[config.mk]
export PLATFORM = sky130hd
export DESIGN_NAME = ivp_controller
export DESIGN_NICKNAME = d
export VERILOG_FILES = /design/src/rtl/ivp_pkg.sv /design/src/rtl/ivp_resolve.sv /design/src/rtl/ivp_controller.sv
export VERILOG_INCLUDE_DIRS = /design/src /design/src/rtl
export SDC_FILE = /design/constraint.sdc
export NUM_CORES = 1
export LEC_CHECK = 0
export ABC_CLOCK_PERIOD_IN_PS = 9900
export BUFFER_PORTS_ARGS = -buffer_cell sky130_fd_sc_hd__buf_2
export CAP_MARGIN = 0
export CORE_MARGIN = 8
export CORE_UTILIZATION = 44
export CTS_CLUSTER_SIZE = 25
export DETAILED_ROUTE_END_ITERATION = 10
export PLACE_DENSITY_LB_ADDON = 0.25
export SYNTH_ARGS = -nofsm -noshare
export SYNTH_HDL_FRONTEND = slang
export SYNTH_SLANG_ARGS = --single-unit
[constraint.sdc]
create_clock -name clock -period 9.9 [get_ports clock]
set_input_delay 0.99 -clock clock [delete_from_list [all_inputs] [get_ports clock]]
set_output_delay 0.99 -clock clock [all_outputs]
set_load 0.05 [all_outputs]
[src/rtl/ivp_cfg.svh]
// constants of the interrupt vector and priority resolver
// assumes inclusion by bare name from the package and the design modules
`ifndef IVP_CFG_SVH
`define IVP_CFG_SVH

// ==========================================================
// table geometry
`define IVP_VEC_COUNT      17
`define IVP_VEC_BITS       5
`define IVP_ADDR_BITS      21
`define IVP_ENTRY_WORDS    2
`define IVP_TARGET_BITS    19
`define IVP_BASE_RESET     21'h000000

// ==========================================================
// vector numbers
`define IVP_VEC_CHIP_RESET 5'h00
`define IVP_VEC_WDOG_RESET 5'h01
`define IVP_VEC_ILLEGAL    5'h02
`define IVP_VEC_SWI3       5'h03
`define IVP_VEC_STACK_OVF  5'h04
`define IVP_VEC_MISALIGN   5'h05
`define IVP_VEC_DBG_FIRST  5'h06
`define IVP_VEC_DBG_LAST   5'h0a
`define IVP_VEC_SWI2       5'h0b
`define IVP_VEC_SWI1       5'h0c
`define IVP_VEC_SWI0       5'h0d
`define IVP_VEC_RESERVED   5'h0e
`define IVP_VEC_LOW_VOLT   5'h0f
`define IVP_VEC_CLK_SYNTH  5'h10

// ==========================================================
// priority levels
`define IVP_LEVEL_0        2'h0
`define IVP_LEVEL_1        2'h1
`define IVP_LEVEL_2        2'h2
`define IVP_LEVEL_3        2'h3
`define IVP_PROG_COUNT     7

`endif

[src/rtl/ivp_pkg.sv]
// types shared by the interrupt vector and priority resolver
// assumes ivp_cfg.svh on the include path
`include "ivp_cfg.svh"

package ivp_pkg;

    // ==========================================================
    // types
    typedef logic [1:0]                    level_type;
    typedef logic [`IVP_VEC_BITS-1:0]      vector_type;
    typedef logic [`IVP_ADDR_BITS-1:0]     address_type;

    typedef enum logic {
        ST_IDLE,
        ST_PRESENT
    } state_type;

endpackage

[src/rtl/ivp_resolve.sv]
// combinational winner search over all pending vectors
// assumes per-vector levels already fixed or clamped by the caller
`timescale 1ns/100ps
`include "ivp_cfg.svh"

module ivp_resolve (
    input  wire logic [`IVP_VEC_COUNT-1:0]   pending,
    input  wire logic [2*`IVP_VEC_COUNT-1:0] levels,
    output logic                             found,
    output ivp_pkg::vector_type              winVector,
    output ivp_pkg::level_type               winLevel
);

    // ==========================================================
    // search
    // walk from the top vector down, taking equal levels too, so the
    // lowest vector wins a tie and a higher level always wins
    always_comb begin
        found     = 1'b0;
        winVector = `IVP_VEC_CHIP_RESET;
        winLevel  = `IVP_LEVEL_0;
        for (int i = `IVP_VEC_COUNT - 1; i >= 0; i--) begin
            if (pending[i] && (!found || levels[2*i +: 2] >= winLevel)) begin
                found     = 1'b1;
                winVector = ivp_pkg::vector_type'(i);
                winLevel  = levels[2*i +: 2];
            end
        end
    end

endmodule

[src/rtl/ivp_controller.sv]
// interrupt vector and priority resolver facing the processor core
// assumes sources hold their request level until serviced and the core
// acknowledges each presented vector with a one-cycle pulse
`timescale 1ns/100ps
`include "ivp_cfg.svh"

module ivp_controller (
    input  wire logic                          clock,
    input  wire logic                          rst_n,
    input  wire logic                          enable,
    input  wire logic [`IVP_VEC_COUNT-1:0]     irqPending,
    input  wire logic [2*`IVP_PROG_COUNT-1:0]  levelSetting,
    input  wire logic                          vectorTableBaseLoad,
    input  wire ivp_pkg::address_type          vectorTableBaseIn,
    input  wire logic                          vectorAck,
    output ivp_pkg::address_type               vectorTableBase,
    output ivp_pkg::address_type               chipResetAddress,
    output ivp_pkg::address_type               watchdogResetAddress,
    output logic                               vectorValid,
    output ivp_pkg::address_type               vectorAddress,
    output ivp_pkg::vector_type                vectorNumber,
    output ivp_pkg::level_type                 vectorLevel
);

    // ==========================================================
    // behaviour notes
    // - requests are levels, not pulses: a source that drops its line
    //   before the winner is captured simply loses its turn
    // - the search is purely combinational over seventeen entries, so
    //   the winner is ready in the same cycle that a request appears
    // - capture happens only from idle; a higher request arriving while
    //   a vector is presented waits until after the acknowledge, which
    //   keeps the presented address stable for the whole fetch
    // - one idle cycle follows every acknowledge, giving the serviced
    //   source a cycle to drop its line before the next search is taken
    // - a programmable slot written with 0 reads as level 1; level 0 is
    //   kept for the lowest software interrupt alone
    // - the two reset entries and the reserved entry never win, whatever
    //   their request bits show
    // - address arithmetic wraps at the program-space width; the reach
    //   limit of a table entry concerns its contents, not this block
    // - enable low freezes every register here, including the base, so
    //   a load strobe during a freeze is lost
    // - the reset-entry outputs follow the base register combinationally
    //   and so move one cycle after a load, together with the base
    // - the table contents themselves (jumps in the first two entries,
    //   calls elsewhere) are software's business and not checked here
    //
    // trade-off: no preemption of a presented vector keeps the core side
    // simple, at the cost of extra latency for a later, higher request,
    // which waits for the core's acknowledge and then one idle cycle

    // ==========================================================
    // per-vector level map
    logic [2*`IVP_VEC_COUNT-1:0] vecLevel;
    logic [`IVP_VEC_COUNT-1:0]   vecUsable;

    // slot k of levelSetting: k 0..4 debug unit, 5 low voltage, 6 clock synthesis
    genvar v;
    generate
        for (v = 0; v < `IVP_VEC_COUNT; v++) begin : g_vec
            localparam logic [`IVP_VEC_BITS-1:0] VN = `IVP_VEC_BITS'(v);
            localparam int SLOT = (v >= 15) ? v - 10 : v - 6;
            wire logic isProg = (VN >= `IVP_VEC_DBG_FIRST && VN <= `IVP_VEC_DBG_LAST)
                || VN == `IVP_VEC_LOW_VOLT || VN == `IVP_VEC_CLK_SYNTH;
            wire logic [1:0] rawLevel = isProg ? levelSetting[2*((SLOT < 0) ? 0 : SLOT) +: 2]
                                               : `IVP_LEVEL_0;
            // a written 0 would make the source unreachable above level 0, so clamp to 1
            wire logic [1:0] progLevel = (rawLevel == `IVP_LEVEL_0) ? `IVP_LEVEL_1 : rawLevel;
            wire logic [1:0] fixLevel =
                (VN >= `IVP_VEC_ILLEGAL && VN <= `IVP_VEC_MISALIGN) ? `IVP_LEVEL_3 :
                (VN == `IVP_VEC_SWI2) ? `IVP_LEVEL_2 :
                (VN == `IVP_VEC_SWI1) ? `IVP_LEVEL_1 : `IVP_LEVEL_0;
            assign vecLevel[2*v +: 2] = isProg ? progLevel : fixLevel;
            // reset entries are not interrupts; vector 14 has no source
            assign vecUsable[v] = VN != `IVP_VEC_CHIP_RESET && VN != `IVP_VEC_WDOG_RESET
                && VN != `IVP_VEC_RESERVED;
        end
    endgenerate

    // ==========================================================
    // winner search
    logic                winFound;
    ivp_pkg::vector_type winVector;
    ivp_pkg::level_type  winLevel;

    ivp_resolve u_resolve (
        .pending   (irqPending & vecUsable),
        .levels    (vecLevel),
        .found     (winFound),
        .winVector (winVector),
        .winLevel  (winLevel)
    );

    // ==========================================================
    // address forming
    // offset is two words per entry; 21-bit program space wraps on overflow
    // products are cut to the address width on purpose
    wire ivp_pkg::address_type winVectorWide;
    wire ivp_pkg::address_type winOffset;
    wire ivp_pkg::address_type winAddress;
    wire ivp_pkg::address_type wdogVectorWide;
    wire ivp_pkg::address_type wdogOffset;

    assign winVectorWide  = ivp_pkg::address_type'(winVector);
    assign winOffset      = ivp_pkg::address_type'(winVectorWide * `IVP_ENTRY_WORDS);
    assign winAddress     = ivp_pkg::address_type'(vectorTableBase + winOffset);
    assign wdogVectorWide = ivp_pkg::address_type'(`IVP_VEC_WDOG_RESET);
    assign wdogOffset     = ivp_pkg::address_type'(wdogVectorWide * `IVP_ENTRY_WORDS);

    // reset entries follow the base, so at its reset value they overlay the boot addresses
    assign chipResetAddress     = vectorTableBase;
    assign watchdogResetAddress = vectorTableBase + wdogOffset;

    // ==========================================================
    // base register
    always_ff @(posedge clock) begin
        if (!rst_n) begin
            vectorTableBase <= `IVP_BASE_RESET;
        end else if (enable && vectorTableBaseLoad) begin
            vectorTableBase <= vectorTableBaseIn;
        end
    end

    // ==========================================================
    // presentation handshake
    ivp_pkg::state_type state;
    ivp_pkg::state_type next_state;

    wire logic takeWinner = (state == ivp_pkg::ST_IDLE) && winFound;
    wire logic released   = (state == ivp_pkg::ST_PRESENT) && vectorAck;

    // one idle cycle after each acknowledge lets the source drop its request
    always_comb begin
        case (state)
            ivp_pkg::ST_IDLE:    next_state = winFound  ? ivp_pkg::ST_PRESENT : ivp_pkg::ST_IDLE;
            ivp_pkg::ST_PRESENT: next_state = vectorAck ? ivp_pkg::ST_IDLE : ivp_pkg::ST_PRESENT;
            default:             next_state = ivp_pkg::ST_IDLE;
        endcase
    end

    assign vectorValid = (state == ivp_pkg::ST_PRESENT);

    // state update, frozen with enable low
    always_ff @(posedge clock) begin
        if (!rst_n) begin
            state <= ivp_pkg::ST_IDLE;
        end else if (enable) begin
            state <= next_state;
        end
    end

    // captured winner; only loaded from idle so it cannot move while presented
    always_ff @(posedge clock) begin
        if (!rst_n) begin
            vectorAddress <= `IVP_BASE_RESET;
            vectorNumber  <= `IVP_VEC_CHIP_RESET;
            vectorLevel   <= `IVP_LEVEL_0;
        end else if (enable && takeWinner) begin
            vectorAddress <= winAddress;
            vectorNumber  <= winVector;
            vectorLevel   <= winLevel;
        end
    end

endmodule

==> impl_metrics.csv, run 1 <==
group,metric,value,unit
global_route,grt_overflow,0,
global_route,grt_pass1_wl,17000,um
pwr,p_switching,0.242,mW
route,drt_iter0_drc,123,
floorplanning,start_util,44.7,%
pwr,irDropWorstVdd,78.3,uV
final_layout,nNetsFinal,661,
floorplanning,die_area,0.0114,mm^2
hold_path,hp-class,"reg -> reg",
pwr,combPwrFrac,38.1,%
placed_design,gp_congestion,0.851,
timing,slew_violations,0,
clock_network,cts_tree,"yes",
floorplanning,pin_count,149,
pwr,power.density,137,mW/mm^2
timing,finClkSkew,7.51,ps
yosys,netlist_area,0.00362,mm^2
run,maxCapViolations,0,
clock_network,clk_latency,310,ps
worst_setup_path,r2r_setup_slack,7700,ps
pwr,cellLeakagePower,2.12,nW
final_layout,drive_gt1_share,33.3,%
clock_network,cts_setup_buffers,0,
yosys,syn_avg_cell_area,7.69,um^2
timing,relSlewSlack,27.5,%
route,vias,3713,
timing,tns,0,ps
status,outcome,"completed",
clock_network,root_buffer,"clkbuf_8",
worst_setup_path,endpoint_kind,"flop",
route,viasPerCell,5.37,
yosys,ys_async_sr_fraction,0,%
clock_network,clock_path_buffers,2,
floorplanning,core-area,0.00809,mm^2
final_layout,final_common_cell,"buf_2",
clock_network,numClockSinks,50,
yosys,synth-edff-count,0,
route,routed_wl,10700,um
clock_network,clk_pin_slew,100,ps
placed_design,pre_cts_ws,16.9,ps
clock_network,cts_buffers,5,
pwr,power_frac_seq,36.8,%
timing,period_minus_slack,9360,ps
yosys,synth_ff_type,"dfxtp_1",
yosys,ys_types,64,
route,routedWlPerCell,15.5,um
final_layout,diodes,0,
final_layout,layout_common_cells,"buf_2, nand2_1, dfxtp_1",
timing,finalHoldViolCount,0,
worst_setup_path,cpMostUsedCell,"ha_1",
placed_design,numPortBuffers,145,
floorplanning,die_w,107,um
floorplanning,num_rows,33,
placed_design,hpwlAfterDp,8400,um
yosys,syn_inst,471,
final_layout,area_delta_synth_final,23.3,%
pwr,intPower,0.371,mW
pwr,sw_frac_of_total,39.5,%
worst_setup_path,slowest_delay,460,ps
timing,whs,459,ps
pwr,clockPowerShare,25.1,%
global_route,grt_max_degree,36,
route,drtAntennaViolNets,0,
worst_setup_path,cp-start-kind,"input pin",
yosys,synth_fp_nets,547,
floorplanning,die_y,107,um
worst_setup_path,cp_num_buf_inv,4,
clock_network,htree_num_levels,2,
route,drc_errors,0,
worst_setup_path,cp_max_fo,5,
worst_setup_path,critPathArrivalTime,9590,ps
global_route,grt_usage,17.7,%
timing,fin_crit_sh,94.6,%
timing,max_slew.worst_pin.slew,1080,ps
yosys,ys_ff_latch,50,
yosys,yosysWarnings,0,
timing,finalSetupViolCount,0,
route,first_pass_iters,4,
yosys,ys_seq_area_share,27.6,%
worst_setup_path,cpMaxStageDelayCell,"fa_1",
timing,fmax,0.107,GHz
global_route,grt_pass1_vias,3563,
timing,fin_ws,538,ps
global_route,antenna_found_initial,0,
worst_setup_path,critPathTopFamily,"compound AO/OA/AOI/OAI gates",
worst_setup_path,cp.required,10120,ps
worst_setup_path,crit_type,"in -> reg",
## tightest hold or removal path, stage by stage (launching register included)
cell and delay [ps]:
dfxtp_1 320, nand2_1 50, a21oi_1 50
## per-stage QoR
step	total power, mW	area [um^2]	instances	util [%]
2_1_floorplan	0.398	3620	471	-
3_3_place_gp	0.455	4290	683	53.0
3_5_place_dp	0.458	4290	683	53.0
4_1_cts	0.613	4410	691	54.5
5_1_grt	0.647	4460	691	55.2
6_report	0.613	4460	691	55.2
## logic make-up (layout without fill, tap and decap cells)
group | Yosys count | after routing | synth area share, %
AND/OR/NAND/NOR | 187 | 187 | 25.8
AO/OA/AOI/OAI | 115 | 115 | 20.9
buffers and inverters | 61 | 176 | 9.09
flip-flops | 50 | 50 | 27.6
XOR/XNOR | 34 | 34 | 8.22
adder cells (fa/ha/maj) | 19 | 19 | 6.77
multiplexers | 5 | 5 | 1.49
## area by class of cell
cell class	instances	area, um^2
Clock buffer	5	68.8
Clock inverter	3	48.8
Fill cell	800	3630
Inverter	9	33.8
Multi-Input combinational cell	360	2350
Sequential cell	50	1000
Tap cell	105	131
Timing Repair Buffer	159	831
## power groups by stage
stage | clock, mW | combinational [mW] | sequential, mW
after floorplan | 0 | 0.131 | 0.267
after global placement | 0 | 0.225 | 0.230
after detailed placement | 0 | 0.228 | 0.230
after CTS | 0.158 | 0.229 | 0.226
after global routing | 0.167 | 0.252 | 0.228
final | 0.154 | 0.233 | 0.226
## synthesized netlist by cell type (3+ instances only)
library cell | number | area share, %
a211oi_1 | 7 | 1.5
a21o_1 | 7 | 1.5
a21oi_1 | 43 | 5.9
a221oi_1 | 4 | 0.97
a31oi_1 | 3 | 0.52
and2_1 | 4 | 0.69
and3_1 | 9 | 1.6
buf_1 | 3 | 0.31
buf_2 | 5 | 0.69
buf_4 | 23 | 4.8
clkbuf_1 | 20 | 2.1
dfxtp_1 | 50 | 28
ha_1 | 18 | 6.2
inv_1 | 9 | 0.93
mux2_2 | 3 | 0.93
nand2_1 | 80 | 8.3
nand2b_1 | 10 | 1.7
nand3_1 | 17 | 2.3
nand4_1 | 4 | 0.69
nor2_1 | 26 | 2.7
nor2b_1 | 9 | 1.6
nor3_1 | 8 | 1.1
nor4_1 | 3 | 0.52
o21ai_0 | 19 | 2.6
o21ai_1 | 4 | 0.55
o21bai_1 | 3 | 0.62
or3_1 | 3 | 0.52
xnor2_1 | 22 | 5.3
xor2_1 | 12 | 2.9
## state kept, by name, summed over array words and instances, names as in the netlist
register          cells
chipResetAddress     21
vectorAddress        21
vectorLevel           2
vectorNumber          5
vectorValid           1
## path summary, 6_finish.rpt
kind                                          start           endpoint  depth (start not counted)
worst max-delay path               levelSetting[12]  vectorAddress[17]                         44
worst min-delay path               vectorAddress[5]   vectorAddress[5]                          2
worst max register to register  chipResetAddress[1]  vectorAddress[17]                          8
worst min register to register     vectorAddress[5]   vectorAddress[5]                          2
## per-layer routing
| metal | GRT usage, % | share of wire [%] | vias up |
|---|---|---|---|
| li1 | - | - | 1853 |
| met5 | 0 | 0 | - |
| met4 | 4.72 | 1.6 | 0 |
| met2 | 28.7 | 46 | 128 |
| met3 | 4.32 | 6.8 | 14 |
| met1 | 23.0 | 46 | 1718 |
## timing repair
item / CTS / global route
hold buffers: 0 / 0
endpoints found under the setup margin: 0 / 15
resized for setup: 0 / 13
No activity file was read; power rests on OpenSTA's default activity.
==> inputs of run 2 (changes only) <==
--- a/config.mk
+++ b/config.mk
@@ -6,14 +6,16 @@
 export SDC_FILE = /design/constraint.sdc
 export NUM_CORES = 1
 export LEC_CHECK = 0
+export ABC_AREA = 1
 export ABC_CLOCK_PERIOD_IN_PS = 9900
 export BUFFER_PORTS_ARGS = -buffer_cell sky130_fd_sc_hd__buf_2
 export CAP_MARGIN = 0
 export CORE_MARGIN = 8
-export CORE_UTILIZATION = 44
+export CORE_UTILIZATION = 48
 export CTS_CLUSTER_SIZE = 25
 export DETAILED_ROUTE_END_ITERATION = 10
 export PLACE_DENSITY_LB_ADDON = 0.25
 export SYNTH_ARGS = -nofsm -noshare
 export SYNTH_HDL_FRONTEND = slang
+export SYNTH_HIERARCHICAL = 1
 export SYNTH_SLANG_ARGS = --single-unit
==> run 2 against run 1 <==
Global-route usage up 2.5 points. Clock-buffer cell count up 1. Die area up 18%. Final area up 57%. Area after synthesis up 32%. The flow now finishes with violations (setup timing). Maximum frequency down 14%. Utilization up 17 points. Cell count up 61%. Combinational power up 120%. Clock skew down 2.4 ps. Critical path depth up 51. Wire length up 45%.
==> impl_metrics.csv, run 2 <==
group,metric,value,unit
timing,fin_crit_sh,110,%
final_layout,fill_cells,793,
floorplanning,die_w,116,um
timing,rsz0062_at_grt,"true",
yosys,syn_inst,753,
route,first_pass_iters,5,
route,dr_wl_met2,7680,um
clock_network,htree_num_levels,2,
timing,period_minus_slack,10850,ps
floorplanning,die_y,116,um
clock_network,root_buffer,"clkbuf_8",
yosys,synth_top_area_share,20.9,%
yosys,synthTopCellsByArea,"dfxtp_1, nand2_1, inv_1",
yosys,ys_seq_area_share,20.9,%
yosys,syn_avg_cell_area,6.35,um^2
timing,max_slew.worst_pin.slew,596,ps
pwr,p_switching,0.414,mW
global_route,grt_usage,20.3,%
yosys,ys_async_sr_fraction,0,%
status,violations,"setup timing",
final_layout,final_common_cell,"buf_2",
worst_setup_path,crit_type,"in -> reg",
pwr,sw_frac_of_total,45.6,%
route,routedWlPerCell,14.0,um
yosys,yosysMostFrequentCell,"nand2_1",
timing,finClkSkew,5.15,ps
route,drc_errors,0,
pwr,cellLeakagePower,3.92,nW
yosys,ys_types,38,
clock_network,clk_latency,310,ps
timing,finalHoldViolCount,0,
floorplanning,pin_count,149,
timing,finalSetupViolCount,26,
placed_design,placedCellCount,1081,
clock_network,clk_pin_slew,90,ps
hold_path,hp-class,"reg -> reg",
clock_network,cts_buffers,5,
yosys,yosysWarnings,6,
route,viasPerCell,4.87,
route,drtAntennaViolNets,0,
global_route,grt_pass1_wl,22300,um
clock_network,clock_path_buffers,2,
worst_setup_path,cpMostUsedCell,"nand2_2",
floorplanning,core-area,0.00973,mm^2
worst_setup_path,cp-start-kind,"input pin",
route,drt_iter0_drc,269,
placed_design,hpwlAfterDp,10600,um
floorplanning,start_util,49.1,%
route,drt-met1-wl,6540,um
yosys,ys_ff_latch,50,
worst_setup_path,cp_max_fo,5,
pwr,intPower,0.493,mW
worst_setup_path,cp.required,10160,ps
final_layout,layout_common_cells,"buf_2, inv_1, nand2_1",
worst_setup_path,cpMaxStageDelayCell,"or3b_4",
timing,fin_ws,-948,ps
worst_setup_path,slowest_delay,410,ps
route,routed_wl,15500,um
clock_network,numClockSinks,50,
yosys,ys_top_cells_by_count,"nand2_1, inv_1, nor2_1",
pwr,combPwrFrac,57.5,%
placed_design,gp_congestion,0.899,
yosys,netlist_area,0.00478,mm^2
pwr,finalPower,0.906,mW
floorplanning,die_area,0.0134,mm^2
worst_setup_path,endpoint_kind,"flop",
route,wl_met3,1030,um
pwr,irDropWorstVdd,60.5,uV
route,vias,5413,
clock_network,postCtsHoldBufs,0,
route,top_layer_used,"met4",
yosys,synth-edff-count,0,
global_route,grt_overflow,0,
timing,tns,-16830,ps
yosys,synth_ff_type,"dfxtp_1",
placed_design,numPortBuffers,145,
status,outcome,"finished with violations",
final_layout,drive_gt1_share,44.0,%
global_route,grt_max_degree,48,
timing,fmax,0.0922,GHz
pwr,power.density,129,mW/mm^2
global_route,antenna_found_initial,0,
global_route,grt_pass1_vias,4933,
run,maxCapViolations,0,
yosys,yosysTopAreaCell,"dfxtp_1",
final_layout,nNetsFinal,1065,
clock_network,cts_tree,"yes",
final_layout,area_delta_synth_final,47.0,%
final_layout,diodes,0,
pwr,clockPowerShare,16.5,%
timing,relSlewSlack,60.3,%
worst_setup_path,critPathArrivalTime,11100,ps
floorplanning,num_rows,36,
pwr,power_frac_seq,26.0,%
timing,slew_violations,0,
final_layout,fin_cells,1111,
run 2: worst paths after layout:
check	startpoint	to	cells after the start	slack, ps
hold reg to reg	vectorValid	vectorValid	2	500
setup / recovery	levelSetting[12]	vectorAddress[13]	95	-950
setup reg to reg	chipResetAddress[1]	vectorAddress[9]	11	8050
hold / removal	vectorValid	vectorValid	2	500
run 2: per-layer routing:
metal / vias up / global-route usage [%]
met1: 2439 / 25.2
met5: - / 0
met2: 178 / 35.5
met4: 0 / 4.49
met3: 28 / 3.60
li1: 2768 / -
run 2: final cells by class:
class / count / area [um^2] / area share, %
clock buffers: 6 / 82.6 / 1.18
clock inverters: 1 / 30.0 / 0.427
inverters: 124 / 470 / 6.70
multi-input cells: 570 / 3890 / 55.4
flip-flops and latches: 50 / 1000 / 14.2
well taps: 133 / 166 / 2.37
repair buffers: 227 / 1390 / 19.7
run 2: through the flow:
step	setup slack (ps)	util, %	cell area, um^2	hold WS (ps)
after detailed placement	-1380	62.3	6060	483
final	-948	72.2	7030	495
after floorplan	193	-	4990	506
after CTS	-701	65.6	6380	497
after global routing	-1600	72.2	7030	522
after global placement	-1180	62.3	6060	478
run 2: repair_timing:
| action | in CTS | in global routing |
|---|---|---|
| setup buffers | 6 | 18 |
| endpoints found under the setup margin | 26 | 27 |
| resized for setup | 32 | 121 |
| pin swaps | 42 | 90 |
run 2: critical path: cells and delay by family:
kind	cells	cell delay, ps
fa+ha+maj	11	2830
simple gates	52	4650
buf+inv	13	870
compound gates	19	1720
run 2: cell families (layout without fill, tap and decap cells):
| kind of cell | Yosys count | after routing | share of synthesized area, % |
|---|---|---|---|
| adder cells (fa/ha/maj) | 30 | 30 | 8.01 |
| other | 2 | 39 | 0.157 |
| flip-flops | 50 | 50 | 20.9 |
| buffers and inverters | 170 | 358 | 15.4 |
| XOR/XNOR | 20 | 20 | 3.66 |
| AO/OA/AOI/OAI | 103 | 103 | 11.1 |
| AND/OR/NAND/NOR | 378 | 378 | 40.8 |
run 2: power groups by stage:
stage	logic, mW	registers [mW]	clock network [mW]
final	0.521	0.236	0.150
after global routing	0.562	0.238	0.160
after CTS	0.432	0.235	0.151
after detailed placement	0.412	0.239	0
after global placement	0.408	0.238	0
after floorplan	0.251	0.292	0
==> inputs of run 3 (changes only) <==
--- a/config.mk
+++ b/config.mk
@@ -15,6 +15,8 @@
 export CTS_CLUSTER_SIZE = 25
 export DETAILED_ROUTE_END_ITERATION = 10
 export PLACE_DENSITY_LB_ADDON = 0.25
+export SKIP_LAST_GASP = 1
+export SLEW_MARGIN = 40
 export SYNTH_ARGS = -nofsm -noshare
 export SYNTH_HDL_FRONTEND = slang
 export SYNTH_HIERARCHICAL = 1
==> run 3 against run 2 <==
The flow still finishes with violations (setup timing). Final area is 0.18% lower. Largest power group unchanged. Clock skew is essentially flat. Sequential share of layout area about the same. Sequential power about the same. Maximum frequency increased by 0.23%. Power decreased by 0.94%. Worst setup slack improved by 25 ps. Highest routed layer unchanged. Non-clock buffer count did not move. Worst hold slack is essentially flat. Clock-buffer cell count did not move. First-iteration DRC count rose by 0.37%.
==> impl_metrics.csv, run 3 (synthesis gave the netlist of run 2 again) <==
group,metric,value,unit
placed_design,gp_congestion,0.899,
timing,fin_ws,-922,ps
clock_network,numClockSinks,50,
floorplanning,pin_count,149,
clock_network,root_buffer,"clkbuf_8",
placed_design,hpwlAfterDp,10600,um
route,drc_errors,0,
route,first_pass_iters,5,
final_layout,drive_gt1_share,44.4,%
worst_setup_path,cpMaxStageDelayCell,"fa_2",
final_layout,diodes,0,
route,vias,5410,
floorplanning,start_util,49.1,%
worst_setup_path,critPathTopFamily,"simple AND/OR/NAND/NOR gates",
route,drt_iter0_drc,270,
placed_design,placed_cell_area,0.00606,mm^2
timing,max_slew.worst_pin.slew,621,ps
pwr,cellLeakagePower,3.92,nW
floorplanning,num_rows,36,
pwr,power.density,128,mW/mm^2
timing,rsz0062_at_grt,"true",
timing,slew_violations,0,
status,violations,"setup timing",
final_layout,area_delta_synth_final,46.8,%
clock_network,clk_latency,310,ps
global_route,grt_usage,20.2,%
global_route,grt_pass1_vias,4917,
pwr,irDropWorstVdd,60.0,uV
hold_path,hp-class,"reg -> reg",
route,drtAntennaViolNets,0,
worst_setup_path,cp.required,10120,ps
final_layout,fill_cells,797,
timing,relSlewSlack,58.6,%
worst_setup_path,endpoint_kind,"flop",
worst_setup_path,cp-start-kind,"input pin",
route,routed_wl,15400,um
final_layout,final_common_cell,"buf_2",
worst_setup_path,critPathArrivalTime,11040,ps
floorplanning,core-area,0.00973,mm^2
status,outcome,"finished with violations",
final_layout,finalInstanceArea,0.00701,mm^2
final_layout,finish.utilization,72.1,%
run,maxCapViolations,0,
placed_design,numPortBuffers,145,
timing,fin_crit_sh,109,%
timing,finalSetupViolCount,25,
timing,fmax,0.0924,GHz
clock_network,htree_num_levels,2,
clock_network,cts_buffers,5,
global_route,grt_max_degree,48,
global_route,grt_pass1_wl,22300,um
timing,finalHoldViolCount,0,
floorplanning,die_w,116,um
final_layout,nNetsFinal,1065,
worst_setup_path,cpMostUsedCell,"nand2_2",
worst_setup_path,cp_max_fo,5,
worst_setup_path,crit_type,"in -> reg",
worst_setup_path,slowest_delay,360,ps
pwr,finalPower,0.898,mW
floorplanning,die_y,116,um
clock_network,cts_tree,"yes",
route,viasPerCell,4.87,
clock_network,clk_pin_slew,90,ps
worst_setup_path,r2r_setup_slack,7990,ps
final_layout,layout_common_cells,"buf_2, inv_1, nand2_1",
worst_setup_path,cp_num_buf_inv,15,
route,routedWlPerCell,13.8,um
clock_network,clock_path_buffers,2,
global_route,antenna_found_initial,0,
global_route,grt_overflow,0,
timing,finClkSkew,5.06,ps
floorplanning,die_area,0.0134,mm^2
timing,period_minus_slack,10820,ps
run 3: cell types whose count changed in the layout (fill, tap and decap cells not counted):
cell     delta
inv_2       +1
nand2_2     +4
nor2_2      +1
nand3_2     +4
nand3_1     -3
nor2_4      -1
a21oi_1     +1
nand2_1     -2
inv_4       -1
buf_4       +1
nand2_4     -2
nand3_4     -1
a21oi_2     -1
buf_6       -1
run 3: through the flow:
stage	TNS [ps]	setup WS [ps]	instances	hold slack [ps]
6_report	-16610	-922	1111	495
5_1_grt	-32170	-1530	1111	522
4_1_cts	-15040	-884	1094	497
3_5_place_dp	-27500	-1380	1081	483
3_3_place_gp	-21720	-1180	1081	478
2_1_floorplan	0	193	790	506
run 3: worst paths after layout:
kind / start / end / depth (start not counted)
min: vectorValid / vectorValid / 2
max reg2reg: chipResetAddress[1] / vectorAddress[13] / 11
min reg2reg: vectorValid / vectorValid / 2
max: levelSetting[12] / vectorAddress[13] / 95
run 3: area by class of cell:
class | count | area, um^2 | share of cell area, %
Sequential cell | 50 | 1000 | 14.3
Timing Repair Buffer | 227 | 1380 | 19.7
Tap cell | 133 | 166 | 2.37
Clock inverter | 1 | 30.0 | 0.428
Clock buffer | 6 | 82.6 | 1.18
Inverter | 124 | 468 | 6.67
Multi-Input combinational cell | 570 | 3880 | 55.4
run 3: where the power goes:
group	internal (mW)	switching, mW
registers	0.218	0.0175
clock network	0.0809	0.0695
logic	0.191	0.320
run 3: layer usage:
layer	track usage (%)	share of wire (%)
met2	35.5	49
met1	25.1	42
met4	4.32	2.2
met3	3.44	6.7
met5	0	0
run 3: what timing repair did:
item                                   4_1_cts  5_1_grt
pin swaps                                   16      100
hold buffers                                 0        0
endpoints found under the hold margin        0        0
cloned                                       0        0
buffers inserted                             6       20
setup endpoints to repair                   26       27
gates resized for setup                     28      123
run 3: worst register-to-register path, cell delays in order, from the launching register on:
cell	delay [ps]
dfxtp_1	490
ha_4	190
inv_2	40
fa_2	360
inv_2	100
nand3_2	110
nand3_4	110
nand3_1	100
nand3_2	90
nand3_2	90
nand2_1	100
inv_1	30
